File: src/logic/adc_trig_pkg.sv
// Constants, types and helpers shared by the converter trigger and input-disable logic.
//
// Functional notes
// RULE_01 - Auto mode: source field bits 2:0 pick trigger.
// RULE_02 - Auto off: source field ignored entirely.
// RULE_03 - Conversion starts on selected flag rising edge.
// RULE_04 - Switching low source to high source is edge.
// RULE_05 - Switch edge starts only with converter enabled.
// RULE_06 - Switching to free running never triggers.
// RULE_07 - Source codes 000 to 110 as encoded below.
// RULE_08 - Trigger register bits 7, 5:3 read zero.
// RULE_09 - Disable bits 5:2 turn off channel buffers.
// RULE_10 - Disabled pin reads zero on port input.
// RULE_11 - Software disables unused analog pin buffers.
// RULE_12 - Disable register at 0x14, fixed bit map.
// RULE_13 - Auto-trigger enable bit allows edge starts.
// RULE_14 - Done flag sets when result registers updated.
// RULE_15 - Free running needs one software start write.
// RULE_16 - Edges by one-cycle compare; code 111 idle.
package adc_trig_pkg;

  // ----------------------------------------------------------------
  // Register bus geometry and offsets.
  // ----------------------------------------------------------------
  localparam int ADDR_W = 8;
  localparam int DATA_W = 8;
  localparam logic [7:0] OFF_TRIG_CTRL = 8'h03;
  localparam logic [7:0] OFF_RESULT_LO = 8'h04;
  localparam logic [7:0] OFF_RESULT_HI = 8'h05;
  localparam logic [7:0] OFF_CTRL_A = 8'h06;
  localparam logic [7:0] OFF_INPUT_DIS = 8'h14;

  // ----------------------------------------------------------------
  // Field positions and reset values.
  // ----------------------------------------------------------------
  localparam int TRIG_SRC_LSB = 0;
  localparam int TRIG_SRC_W = 3;
  localparam int TRIG_MUXEN_BIT = 6;
  localparam int CA_ENABLE_BIT = 7;
  localparam int CA_START_BIT = 6;
  localparam int CA_AUTO_BIT = 5;
  localparam int CA_DONE_BIT = 4;
  localparam int CA_IRQEN_BIT = 3;
  localparam int CA_PRESC_LSB = 0;
  localparam int CA_PRESC_W = 3;
  localparam int DIS_W = 6;
  localparam int RESULT_W = 10;
  localparam logic [7:0] TRIG_CTRL_RESET = 8'h00;
  localparam logic [7:0] CTRL_A_RESET = 8'h00;
  localparam logic [5:0] INPUT_DIS_RESET = 6'h00;

  // ----------------------------------------------------------------
  // Conversion timing, in converter clock periods.
  // ----------------------------------------------------------------
  localparam logic [4:0] CONV_CYCLES_NORMAL = 5'h0d;
  localparam logic [4:0] CONV_CYCLES_FIRST = 5'h19;
  localparam int PRESC_CNT_W = 7;

  // Trigger source encoding of the source field.
  typedef enum logic [2:0] {
    SRC_FREE_RUN = 3'h0,
    SRC_COMPARATOR = 3'h1,
    SRC_EXT_INT0 = 3'h2,
    SRC_TIMER_CMP_A = 3'h3,
    SRC_TIMER_OVF = 3'h4,
    SRC_TIMER_CMP_B = 3'h5,
    SRC_PIN_CHANGE = 3'h6,
    SRC_UNUSED = 3'h7
  } trig_src_t;

  // Conversion sequencer states, Gray coded along idle, convert, finish.
  typedef enum logic [1:0] {
    ST_IDLE = 2'h0,
    ST_CONVERT = 2'h1,
    ST_FINISH = 2'h3
  } conv_state_t;

  // Terminal count of the prescaler for a select value (division minus one).
  function automatic logic [PRESC_CNT_W-1:0] prescTerminal(input logic [2:0] sel);
    logic [PRESC_CNT_W-1:0] t;
    t = 7'h00;
    case (sel)
      3'h0: t = 7'h01;
      3'h1: t = 7'h01;
      3'h2: t = 7'h03;
      3'h3: t = 7'h07;
      3'h4: t = 7'h0f;
      3'h5: t = 7'h1f;
      3'h6: t = 7'h3f;
      default: t = 7'h7f;
    endcase
    return t;
  endfunction

endpackage

File: src/logic/trig_if.sv
// Interface between the register side and the trigger edge selector.
`timescale 1ns/1ps
interface trig_if;
  import adc_trig_pkg::*;
  trig_src_t srcSel;
  logic [7:0] flags;
  logic autoEnable;
  logic convEnable;
  logic trigStart;

  modport ctrl (output srcSel, output flags, output autoEnable, output convEnable,
                input trigStart);
  modport sel (input srcSel, input flags, input autoEnable, input convEnable,
               output trigStart);
endinterface

File: src/logic/adc_trigger_select.sv
// Trigger source multiplexer and rising-edge detector.
`timescale 1ns/1ps
module adc_trigger_select (
  input wire logic mclk,
  input wire logic resetn,
  trig_if.sel trig
);
  import adc_trig_pkg::*;

  logic selNow;
  logic prevSel_q;
  trig_src_t prevSrc_q;
  logic toFreeRun;
  logic risingEdge;

  // Pick the flag of the selected source; the spare code gives nothing.
  always_comb begin
    if (trig.srcSel == SRC_UNUSED) begin
      selNow = 1'b0; // [RULE_16]
    end else begin
      selNow = trig.flags[trig.srcSel]; // [RULE_01] [RULE_07]
    end
  end

  // Remember last cycle's selected level and source code.
  always_ff @(posedge mclk or negedge resetn) begin
    if (!resetn) begin
      prevSel_q <= 1'b0;
      prevSrc_q <= SRC_FREE_RUN;
    end else begin
      prevSel_q <= selNow; // [RULE_16]
      prevSrc_q <= trig.srcSel;
    end
  end

  // A change of source is compared like any other edge, so moving from a low
  // flag onto a high one fires, except a move into free running.
  assign toFreeRun = (trig.srcSel == SRC_FREE_RUN) && (prevSrc_q != SRC_FREE_RUN); // [RULE_06]
  assign risingEdge = selNow && !prevSel_q && !toFreeRun; // [RULE_03] [RULE_04]

  // Edges count only with auto mode and the converter both on.
  assign trig.trigStart = trig.autoEnable && trig.convEnable && risingEdge; // [RULE_02] [RULE_05] [RULE_13]

endmodule // adc_trigger_select

File: src/logic/adc_auto_trigger.sv
// Converter control: registers, trigger start, conversion sequencing and input disable.
`timescale 1ns/1ps
module adc_auto_trigger (
  input wire logic mclk,
  input wire logic resetn,
  input wire logic [adc_trig_pkg::ADDR_W-1:0] regAddr,
  input wire logic [adc_trig_pkg::DATA_W-1:0] regWdata,
  input wire logic regWrite,
  input wire logic regRead,
  output logic [adc_trig_pkg::DATA_W-1:0] regRdata,
  input wire logic comparatorFlag,
  input wire logic extInt0Flag,
  input wire logic timerCmpAFlag,
  input wire logic timerOvfFlag,
  input wire logic timerCmpBFlag,
  input wire logic pinChangeFlag,
  input wire logic [adc_trig_pkg::RESULT_W-1:0] conversionResult,
  input wire logic [adc_trig_pkg::DIS_W-1:0] pinIn,
  output logic [adc_trig_pkg::DIS_W-1:0] pinRead,
  output logic [adc_trig_pkg::DIS_W-1:0] inputBufferOff,
  output logic comparatorMuxEnable,
  output logic converterEnable,
  output logic conversionStart,
  output logic conversionBusy,
  output logic conversionDoneFlag
);
  import adc_trig_pkg::*;

  // ----------------------------------------------------------------
  // Declarations.
  // ----------------------------------------------------------------
  trig_if trig ();

  trig_src_t trigSrc_q;
  logic muxEnable_q;
  logic enable_q;
  logic autoEnable_q;
  logic doneFlag_q;
  logic doneFlag_d;
  logic irqEnable_q;
  logic [CA_PRESC_W-1:0] presc_q;
  logic [DIS_W-1:0] inputDis_q;
  logic [DIS_W-1:0] pinRead_q;
  logic [DATA_W-1:0] rdata_q;
  logic [DATA_W-1:0] rdata_d;
  logic [RESULT_W-1:0] result_q;
  conv_state_t state_q;
  conv_state_t state_d;
  logic [PRESC_CNT_W-1:0] prescCnt_q;
  logic adcTick;
  logic [4:0] convCnt_q;
  logic [4:0] convLen_q;
  logic initDone_q;
  logic startPulse_q;
  logic wrTrig;
  logic wrCtrlA;
  logic wrInputDis;
  logic swStart;
  logic startReq;
  logic clearDone;
  logic convEnd;

  // ----------------------------------------------------------------
  // Address decode for writes.
  // ----------------------------------------------------------------

  // A write touches exactly one register; unmapped addresses are dropped.
  assign wrTrig = regWrite && (regAddr == OFF_TRIG_CTRL);
  assign wrCtrlA = regWrite && (regAddr == OFF_CTRL_A);
  assign wrInputDis = regWrite && (regAddr == OFF_INPUT_DIS);

  // ----------------------------------------------------------------
  // Trigger control register.
  // ----------------------------------------------------------------

  // Only the mux enable and source field store; the other bits have no flops.
  always_ff @(posedge mclk or negedge resetn) begin
    if (!resetn) begin
      trigSrc_q <= trig_src_t'(TRIG_CTRL_RESET[TRIG_SRC_LSB +: TRIG_SRC_W]);
      muxEnable_q <= TRIG_CTRL_RESET[TRIG_MUXEN_BIT];
    end else if (wrTrig) begin
      trigSrc_q <= trig_src_t'(regWdata[TRIG_SRC_LSB +: TRIG_SRC_W]); // [RULE_01]
      muxEnable_q <= regWdata[TRIG_MUXEN_BIT];
    end
  end

  // ----------------------------------------------------------------
  // Control register A: enable, auto mode, interrupt enable, prescaler.
  // ----------------------------------------------------------------

  // Plain read/write fields of control register A.
  always_ff @(posedge mclk or negedge resetn) begin
    if (!resetn) begin
      enable_q <= CTRL_A_RESET[CA_ENABLE_BIT];
      autoEnable_q <= CTRL_A_RESET[CA_AUTO_BIT];
      irqEnable_q <= CTRL_A_RESET[CA_IRQEN_BIT];
      presc_q <= CTRL_A_RESET[CA_PRESC_LSB +: CA_PRESC_W];
    end else if (wrCtrlA) begin
      enable_q <= regWdata[CA_ENABLE_BIT];
      autoEnable_q <= regWdata[CA_AUTO_BIT]; // [RULE_13]
      irqEnable_q <= regWdata[CA_IRQEN_BIT];
      presc_q <= regWdata[CA_PRESC_LSB +: CA_PRESC_W];
    end
  end

  // Writing one to the start bit asks for a conversion; zero does nothing.
  // The start is honoured when the same write also sets the enable.
  assign swStart = wrCtrlA && regWdata[CA_START_BIT] && regWdata[CA_ENABLE_BIT]; // [RULE_15]

  // The done flag clears by writing one to it.
  assign clearDone = wrCtrlA && regWdata[CA_DONE_BIT];

  // Set wins over clear, so a conversion ending during a clear is not lost.
  always_comb begin
    doneFlag_d = doneFlag_q;
    if (clearDone) begin
      doneFlag_d = 1'b0;
    end
    if (convEnd) begin
      doneFlag_d = 1'b1; // [RULE_14]
    end
  end

  // Conversion-complete flag storage.
  always_ff @(posedge mclk or negedge resetn) begin
    if (!resetn) begin
      doneFlag_q <= CTRL_A_RESET[CA_DONE_BIT];
    end else begin
      doneFlag_q <= doneFlag_d;
    end
  end

  // ----------------------------------------------------------------
  // Input disable register and port input masking.
  // ----------------------------------------------------------------

  // Bits 5:2 are the analog channels, 1:0 the comparator inputs. Each bit
  // already lines up with the port pin it serves, so no remap is needed.
  always_ff @(posedge mclk or negedge resetn) begin
    if (!resetn) begin
      inputDis_q <= INPUT_DIS_RESET;
    end else if (wrInputDis) begin
      inputDis_q <= regWdata[DIS_W-1:0]; // [RULE_09] [RULE_12]
    end
  end

  // A disabled buffer forces its port read bit to zero. Registered, so a
  // newly set disable bit reaches the port read one cycle after the write.
  always_ff @(posedge mclk or negedge resetn) begin
    if (!resetn) begin
      pinRead_q <= '0;
    end else begin
      pinRead_q <= pinIn & ~inputDis_q; // [RULE_10]
    end
  end

  // ----------------------------------------------------------------
  // Trigger selection.
  // ----------------------------------------------------------------

  // Source zero watches our own done flag, which is what makes free running
  // restart itself once the first conversion has completed.
  assign trig.srcSel = trigSrc_q;
  assign trig.flags = {1'b0, pinChangeFlag, timerCmpBFlag, timerOvfFlag,
                       timerCmpAFlag, extInt0Flag, comparatorFlag,
                       doneFlag_q}; // [RULE_07]
  assign trig.autoEnable = autoEnable_q; // [RULE_02]
  assign trig.convEnable = enable_q; // [RULE_05]

  adc_trigger_select u_select (
    .mclk(mclk),
    .resetn(resetn),
    .trig(trig.sel)
  );

  // A request arriving while a conversion runs is dropped, as the analog
  // core cannot take a second one; software sees this only as a missed start.
  assign startReq = (swStart || trig.trigStart) && (state_q == ST_IDLE);

  // ----------------------------------------------------------------
  // Converter clock prescaler.
  // ----------------------------------------------------------------

  // Free-running divider; it holds in reset while the converter is off so
  // that the first conversion always begins on a full converter period.
  always_ff @(posedge mclk or negedge resetn) begin
    if (!resetn) begin
      prescCnt_q <= '0;
    end else if (!enable_q || startReq || adcTick) begin
      prescCnt_q <= '0;
    end else begin
      prescCnt_q <= prescCnt_q + 7'h01;
    end
  end

  assign adcTick = (state_q == ST_CONVERT) && (prescCnt_q == prescTerminal(presc_q));

  // ----------------------------------------------------------------
  // Conversion sequencer.
  // ----------------------------------------------------------------

  // Next state: start from idle, count converter periods, finish for one cycle.
  always_comb begin
    state_d = state_q;
    case (state_q)
      ST_IDLE: begin
        if (startReq) begin
          state_d = ST_CONVERT;
        end
      end
      ST_CONVERT: begin
        if (!enable_q) begin
          state_d = ST_IDLE;
        end else if (adcTick && (convCnt_q == convLen_q - 5'h01)) begin
          state_d = ST_FINISH;
        end
      end
      ST_FINISH: begin
        state_d = ST_IDLE;
      end
      default: begin
        state_d = ST_IDLE;
      end
    endcase
  end

  // Clearing the enable aborts a running conversion without a result.
  always_ff @(posedge mclk or negedge resetn) begin
    if (!resetn) begin
      state_q <= ST_IDLE;
    end else begin
      state_q <= state_d;
    end
  end

  // Count converter periods within one conversion.
  always_ff @(posedge mclk or negedge resetn) begin
    if (!resetn) begin
      convCnt_q <= '0;
    end else if (startReq) begin
      convCnt_q <= '0;
    end else if (adcTick) begin
      convCnt_q <= convCnt_q + 5'h01;
    end
  end

  // The first conversion after enabling also initialises the analog core, so the first
  // start with the enable already on gets the longer length and later ones the normal;
  // a start made by the enabling write itself keeps the previous length.
  always_ff @(posedge mclk or negedge resetn) begin
    if (!resetn) begin
      convLen_q <= CONV_CYCLES_NORMAL;
      initDone_q <= 1'b0;
    end else if (!enable_q) begin
      initDone_q <= 1'b0;
    end else if (startReq) begin
      convLen_q <= initDone_q ? CONV_CYCLES_NORMAL : CONV_CYCLES_FIRST;
      initDone_q <= 1'b1;
    end
  end

  // One-cycle start strobe toward the analog core.
  always_ff @(posedge mclk or negedge resetn) begin
    if (!resetn) begin
      startPulse_q <= 1'b0;
    end else begin
      startPulse_q <= startReq;
    end
  end

  // The result is captured before the flag rises, so a reader woken by the
  // flag always finds the new value.
  assign convEnd = (state_q == ST_FINISH);

  always_ff @(posedge mclk or negedge resetn) begin
    if (!resetn) begin
      result_q <= '0;
    end else if (state_d == ST_FINISH && state_q == ST_CONVERT) begin
      result_q <= conversionResult; // [RULE_14]
    end
  end

  // ----------------------------------------------------------------
  // Register read path.
  // ----------------------------------------------------------------

  // Read data stands one cycle after the strobe and returns to zero after.
  always_comb begin
    rdata_d = '0;
    if (regRead) begin
      case (regAddr)
        OFF_TRIG_CTRL: begin
          rdata_d[TRIG_SRC_LSB +: TRIG_SRC_W] = trigSrc_q; // [RULE_08]
          rdata_d[TRIG_MUXEN_BIT] = muxEnable_q;
        end
        OFF_CTRL_A: begin
          rdata_d[CA_ENABLE_BIT] = enable_q;
          rdata_d[CA_START_BIT] = (state_q != ST_IDLE);
          rdata_d[CA_AUTO_BIT] = autoEnable_q;
          rdata_d[CA_DONE_BIT] = doneFlag_q;
          rdata_d[CA_IRQEN_BIT] = irqEnable_q;
          rdata_d[CA_PRESC_LSB +: CA_PRESC_W] = presc_q;
        end
        OFF_RESULT_LO: begin
          rdata_d = result_q[7:0];
        end
        OFF_RESULT_HI: begin
          rdata_d[1:0] = result_q[RESULT_W-1:8];
        end
        OFF_INPUT_DIS: begin
          rdata_d[DIS_W-1:0] = inputDis_q; // [RULE_12]
        end
        default: begin
          rdata_d = '0;
        end
      endcase
    end
  end

  always_ff @(posedge mclk or negedge resetn) begin
    if (!resetn) begin
      rdata_q <= '0;
    end else begin
      rdata_q <= rdata_d;
    end
  end

  // ----------------------------------------------------------------
  // Outputs.
  // ----------------------------------------------------------------

  assign regRdata = rdata_q;
  assign pinRead = pinRead_q;
  assign inputBufferOff = inputDis_q; // [RULE_09]
  assign comparatorMuxEnable = muxEnable_q;
  assign converterEnable = enable_q;
  assign conversionStart = startPulse_q;
  assign conversionBusy = (state_q != ST_IDLE);
  assign conversionDoneFlag = doneFlag_q;

endmodule // adc_auto_trigger

File: config.mk
export PLATFORM = sky130hd
export DESIGN_NAME = adc_auto_trigger
export DESIGN_NICKNAME = d
export VERILOG_FILES = /design/src/logic/adc_trig_pkg.sv /design/src/logic/trig_if.sv /design/src/logic/adc_trigger_select.sv /design/src/logic/adc_auto_trigger.sv
export SDC_FILE = /design/constraint.sdc
export NUM_CORES = 1
export LEC_CHECK = 0
export ABC_AREA = 1
export BUFFER_PORTS_ARGS = -buffer_cell sky130_fd_sc_hd__buf_4
export CORE_MARGIN = 4
export CORE_UTILIZATION = 25
export CTS_CLUSTER_DIAMETER = 100
export DETAILED_ROUTE_END_ITERATION = 16
export GPL_TIMING_DRIVEN = 0
export PLACE_DENSITY_LB_ADDON = 0.08
export SKIP_LAST_GASP = 1
export SYNTH_ARGS = -nofsm -noshare
export SYNTH_HDL_FRONTEND = slang
export SYNTH_SLANG_ARGS = --single-unit
File: constraint.sdc
create_clock -name mclk -period 1.3 [get_ports mclk]
set_input_delay 0.13 -clock mclk [delete_from_list [all_inputs] [get_ports mclk]]
set_output_delay 0.13 -clock mclk [all_outputs]
set_load 0.03 [all_outputs]
Word-level counts from Yosys, hierarchy flattened
Cells that the tools add are included.

Output and inout bits: 25. Word-level logic and storage cells: 95. Bits in read-only memories: 0. Memories kept: 0. Register bits: 66. Bits in writable memories: 0. Bits in latches: 0.

Order comparisons: 1. Shift operators: 0. Eq/ne operators: 18. Add/subtract/negate cells: 3. Div/mod/pow operators: 0. Reduce and logical (&&, ||, !) cells: 30. Bitwise gates (word level): 2. Multiplexer cells: 22. Multiply operators: 0.

Operators by type and width (number): case mux 7 bit (6 select lines) (1); equality test 8 x 3 -> 1 bit, second input constant (3); logical AND 1 bit (15); 2-to-1 mux 5 bit (3); equality test 3 bit, second input constant (4); case mux 2 bit (5 select lines) (1); case mux 3 bit (3 select lines) (1); equality test 8 x 2 -> 1 bit, second input constant (1); equality test 8 x 5 -> 1 bit, second input constant (1); 2-to-1 mux 8 bit (1); adder 7 x 1 -> 7 bit, second input constant (1); equality test 7 bit (1); 2-to-1 mux 7 bit (1); AND 6 bit (1); equality test 3 x 2 -> 1 bit, second input constant (2); zero test 3 bit (2); 2-to-1 mux 1 bit (6); 2-to-1 mux 2 bit (3); inverter 6 bit (1); nonzero test 2 bit (3); adder 5 x 1 -> 5 bit, second input constant (1); equality test 5 bit (1); subtractor 5 x 1 -> 5 bit, second input constant (1); equality test 2 bit, second input constant (2); other kinds (15) (19).

Depth between registers and ports, before layout
Word-level depth: 12. Depth in mapped cells: 11. Depth with buffers taken out: 11.

By module
A second synthesis with hierarchy kept.

Cell total of the unflattened synthesis: 374. Area, all modules: 3049.2 sq um.

By module, submodules not included: adc_auto_trigger (cells an instance 341, times used 1, seq. area each 1477.7 sq um, area each 2829.0 sq um); adc_trigger_select (cells an instance 33, times used 1, seq. area each 100.1 sq um, area each 220.2 sq um).

Least setup slack after synthesis
No wires, ideal clock.

Path type: register to register. From: register enable_q (netlist: converterEnable). To: register convCnt_q[3]. Slack: -0.272 ns. Clock period less this slack: 1.572 ns. Cell stages (with the launch flop): 10. Path buffers: 2. Arrival: 1.455 ns. Library setup time: 0.118 ns. Cells stage by stage: dfrtp_1 clkbuf_1 nand3b_1 a21oi_1 nand3_1 nand2_2 nand2_2 buf_6 nand3_1 nand2_1.

Word-level cells in the longest chain between the ends: 5. Elaborated cells on any way between the ends: 6.

RTL lines: from (decl) (RTL line adc_auto_trigger.sv:36) `logic enable_q;`; from (signal assigned) (RTL line adc_auto_trigger.sv:94) `enable_q <= CTRL_A_RESET[CA_ENABLE_BIT];`; from (signal assigned) (RTL line adc_auto_trigger.sv:99) `enable_q <= regWdata[CA_ENABLE_BIT];`; logical AND 1 bit (*) (2 in a row) (RTL line adc_trigger_select.sv:42) `assign trig.trigStart = trig.autoEnable && trig.convEnable && risingEdge;`; logical OR 1 bit (*) (RTL line adc_auto_trigger.sv:178) `assign startReq = (swStart || trig.trigStart) && (state_q == ST_IDLE);`; logical AND 1 bit (*) (RTL line adc_auto_trigger.sv:178); 2-to-1 mux 5 bit / nonzero test 2 bit (equally long branches); to (signal assigned) (RTL line adc_auto_trigger.sv:243) `convCnt_q <= convCnt_q + 5'h01;`; to (decl) (RTL line adc_auto_trigger.sv:51) `logic [4:0] convCnt_q;`.

Every way passes the cells marked *; elsewhere a longest branch is shown, timed or not. A chain may end at the register's enable or synchronous reset.

Final worst setup path
From: register presc_q[2]. To: register result_q[4].

Word-level cells in the longest chain between the ends: 11. Elaborated cells on any way between the ends: 17.

RTL lines: from (decl) (RTL line adc_auto_trigger.sv:41) `logic [CA_PRESC_W-1:0] presc_q;`; from (signal assigned) (RTL line adc_auto_trigger.sv:97) `presc_q <= CTRL_A_RESET[CA_PRESC_LSB +: CA_PRESC_W];`; from (signal assigned) (RTL line adc_auto_trigger.sv:102) `presc_q <= regWdata[CA_PRESC_LSB +: CA_PRESC_W];`; equality test 3 x 1 -> 1 bit / zero test 3 bit (equally long branches) (RTL line adc_trig_pkg.sv:82) `case (sel)`; OR reduction 2 bit (no line); case mux 7 bit (6 select lines) (*) (RTL line adc_trig_pkg.sv:82); equality test 7 bit (*) (RTL line adc_auto_trigger.sv:196) `assign adcTick = (state_q == ST_CONVERT) && (prescCnt_q == prescTerminal(presc_q));`; logical AND 1 bit (*) (RTL line adc_auto_trigger.sv:196); logical AND 1 bit (*) (RTL line adc_auto_trigger.sv:214) `end else if (adcTick && (convCnt_q == convLen_q - 5'h01)) begin`; 2-to-1 mux 2 bit (*) (RTL line adc_auto_trigger.sv:214); 2-to-1 mux 2 bit (*) (RTL line adc_auto_trigger.sv:212) `if (!enable_q) begin`; case mux 2 bit (2 select lines) (*) (RTL line adc_auto_trigger.sv:205) `case (state_q)`; named net state_d[1] (RTL line adc_auto_trigger.sv:48) `conv_state_t state_d;`; equality test 2 bit (*) (RTL line adc_auto_trigger.sv:278) `end else if (state_d == ST_FINISH && state_q == ST_CONVERT) begin`; logical AND 1 bit (*) (RTL line adc_auto_trigger.sv:278); to (signal assigned) (RTL line adc_auto_trigger.sv:279) `result_q <= conversionResult;`; to (decl) (RTL line adc_auto_trigger.sv:46) `logic [RESULT_W-1:0] result_q;`.

Mark *: on every way through the listed nets, which the timed path passes. The rest lies on a longest branch.

==> results.md <==
* Asr flop ratio synth at 100%
* Final WL at between 8 and 9 mm
* CTS H-tree lvls at 3
* Worst relative slew slack at 45.3%
* Most numerous cell in the Yosys netlist: nand2_1
* Cell area power density at 1260 nW/µm²
* Critical path's slowest cell: dfrtp_2
* Initial Utilization at 25.4%
* Synth Instances at 367
* Final core utilization at a little under two fifths
* Most common library cells after synthesis: nand2_1 (109), dfrtp_1 (62), inv_1 (50)
* FMAX at 674 MHz
* Worst-path cell chain: nand2_1 > inv_1 > nand2_1 > nand2_2 > nor2_4 > nand3_4 > nor2b_4 > buf_6 > nand2_1 > nand2_1
* R2R depth at 10
* Fin worst setup slack at -0.184 ns
* Pre-CTS setup slack at -0.343 ns
* Largest net degree at the start of global routing at 64
* Non-Filler Instances at 634
* TritonCTS clock tree: yes
* Placed cell count at 580
* Vias in the first global route at 2676
* Largest cells by area after synthesis: dfrtp_1 (51%), nand2_1 (13%), inv_1 (6.2%), nor2_1 (4.2%), nand3_1 (3.5%)
* Tmin final at 1.48 ns
* Final ANT Viol Nets at 0
* Clk slew on worst S/H paths at roughly 0.050 ns
* Clk Latency, worst-skew pair at 0.32 ns
* Routability Congestion at 0.820
* Period utilization at 114%
* Die width at between 100 and 150 µm
* CTS Sinks at 63
* GRT Resource Usage Total at 12.3%
* Post-Syn Area per Cell at 8.29 µm²
* Setup violators final at 26
* Core Box Area at 12000 µm²
* Iteration-0 DRC Markers at 140
* Worst Hold Class: in2reg
* Vias per cell at 4.24
* Max cap viols at 0
* Max incr delay on CP at 0.46 ns
* Setup TNS Final at -3.28 ns
* Post-synth cell types at 36
* Post-route DRC at 0
* Antenna Cells at 0
* Prevailing post-synth register cell: dfrtp_1
* Post-synth EDFFs at 0
* FP Rows at 40
* Yosys top cell by area: dfrtp_1
* Crit-path max FO at 5
* Fraction of final layout cells sized beyond drive strength 1 at between 30% and 40%
* Yosys top cell area share at 51.0%
* Startpoint Class: flip-flop
* I/O pins at between 60 and 70
* Mapped Area at between 3000 and 4000 µm²
* Layout Nets at 528
* Final Cell Area at ~4500 µm²
* Syn_nets at just over 400
* Worst Path Required at 1.56 ns
* Fin. max-slew vios at 0
* Die Y-Extent at 118 µm
* Outcome: finished with violations
* Post-DP Area at 3780 µm²
* Setup Skew at 0.00529 ns
* Total CTS buffers at 9
* RSZ-0062 raised after global routing: yes
* Hold Crit Depth at 3
* Fillcell total at 1251
* Antenna violations before repair at 0
* Clock buffer depth at 2
* Hpwl dp at 6.08 mm
* Static Leak at between 2 and 2.5 nW
* Synthesis-to-finish area growth at 47.8%
* Seq cells post-synth at 63
* Drt first pass iters at 4
* Critical path type: reg2reg
* Yosys warns at 0
* Slew @ Worst Pin at a little over 0.8 ns
* Global-route wire length before repair at 13.6 mm
* Clk root buf: clkbuf_16
* Routed len/inst at approximately 13 µm
* CP Capture Type: flip-flop
* Routed via count at ~2700
* Sequential fraction of the synthesis area at between 50% and 60%
* Failing checks: negative setup slack
* Die Area at 14000 µm²
* CP most frequent cell: nand2_1
* Overflow after GRT at 0
* Worst path arrival time at around 1.7 ns
* Final hold vios at 0
* VDD IR max at roughly 480 µV
* IO Port Bufs at 66
[critical path, delay by kind of cell, from the launching register on]
family / cells / cell delay (ns)
buffers and inverters: 2 / 0.17
flip-flops: 1 / 0.46
AND/OR/NAND/NOR: 8 / 0.79
[kinds of logic (layout without fill, tap and decap cells)]
family                     after synthesis  after routing  share of synthesized area (%)
xor gates and xnor gates                 8              8                           2.30
buffers and inverters                   65            185                           8.60
muxes                                    1              1                          0.370
and+or+nand+nor                        193            193                           29.2
DFF                                     63             63                           51.9
AOI/OAI and AO/OA                       34             34                           6.42
adders and majority gates                3              3                           1.23
[worst paths after layout]
kind                                                         to                  startpoint  slack (ns)
max in group asynchronous           converterEnable$_DFFE_PN0P_                      resetn        0.27
worst min register to register  u_select.prevSrc_q[2]$_DFF_PN0_  trig.srcSel[2]$_DFFE_PN0P_        0.44
worst max register to register          result_q[4]$_DFFE_PN0P_      presc_q[2]$_DFFE_PN0P_       -0.18
worst max-delay path                    result_q[4]$_DFFE_PN0P_      presc_q[2]$_DFFE_PN0P_       -0.18
min in group asynchronous                  pinRead[5]$_DFF_PN0_                      resetn        0.44
worst min-delay path                       pinRead[3]$_DFF_PN0_                    pinIn[3]        0.01
[cells in the final DEF, fill, tap and decap left out, types with 4 or more instances in the layout]
cell type | netlist | final
nand2_1 | 109 | 97
buf_4 | 0 | 93
dfrtp_1 | 62 | 54
inv_1 | 50 | 43
nor2_1 | 34 | 31
inv_2 | 10 | 14
o21ai_0 | 14 | 14
nand2_2 | 5 | 12
nand3_1 | 21 | 12
nand3_2 | 2 | 11
clkbuf_16 | 0 | 9
nand4_1 | 8 | 8
dfrtp_2 | 0 | 8
buf_6 | 2 | 7
a21oi_1 | 7 | 6
dlygate4sd3_1 | 0 | 6
nand2_4 | 0 | 5
xor2_1 | 5 | 5
o211ai_1 | 5 | 5
clkbuf_8 | 0 | 4
nor2_4 | 3 | 4
nor2_2 | 2 | 4
[what timing repair did]
item	in CTS	in global routing
setup buffers	20	13
setup endpoints to repair	29	30
pin swaps	7	8
gates cloned	1	0
resized for setup	22	23
hold buffers	6	0
hold endpoints to repair	67	0
[power breakdown]
part | internal (mW) | leakage [nW] | switching (mW)
registers | 2.14 | 0.730 | 0.188
logic | 0.535 | 1.46 | 0.548
clock network | 1.44 | 0.136 | 0.802
[per-stage QoR]
| step | power (mW) | hold slack [ns] |
|---|---|---|
| 6_report | 5.65 | 0.0123 |
| 5_1_grt | 5.98 | 0.00607 |
| 4_1_cts | 5.61 | 0.00418 |
| 3_5_place_dp | 3.17 | 0.284 |
| 3_3_place_gp | 3.17 | 0.300 |
| 2_1_floorplan | 2.82 | -0.166 |
[cell type report]
cell class | instances | area [µm²] | area share [%]
multi-input combinational | 239 | 1330 | 29.6
timing repair buffer | 105 | 826 | 18.4
sequential | 63 | 1590 | 35.3
tap | 147 | 184 | 4.09
buffer | 5 | 55.1 | 1.22
clock buffer | 15 | 278 | 6.18
inverter | 60 | 233 | 5.18
[flip-flops by register name (all words and copies together), names as in the netlist, 3 cells and up]
name / cells
result_q: 10
prescCnt_q: 7
inputBufferOff: 6
u_select.prevSrc_q: 3
convCnt_q: 5
presc_q: 3
trig.srcSel: 3
pinRead: 6
regRdata: 8
[per-layer routing]
metal | GRT usage (%) | share of wire (%) | vias to the layer above
li1 | - | - | 1378
met1 | 16.5 | 47 | 1258
met2 | 19.1 | 47 | 46
met3 | 3.54 | 4.8 | 7
met4 | 4.18 | 1.1 | 0
met5 | 0 | 0 | -
(Power assumes the default switching activity.)
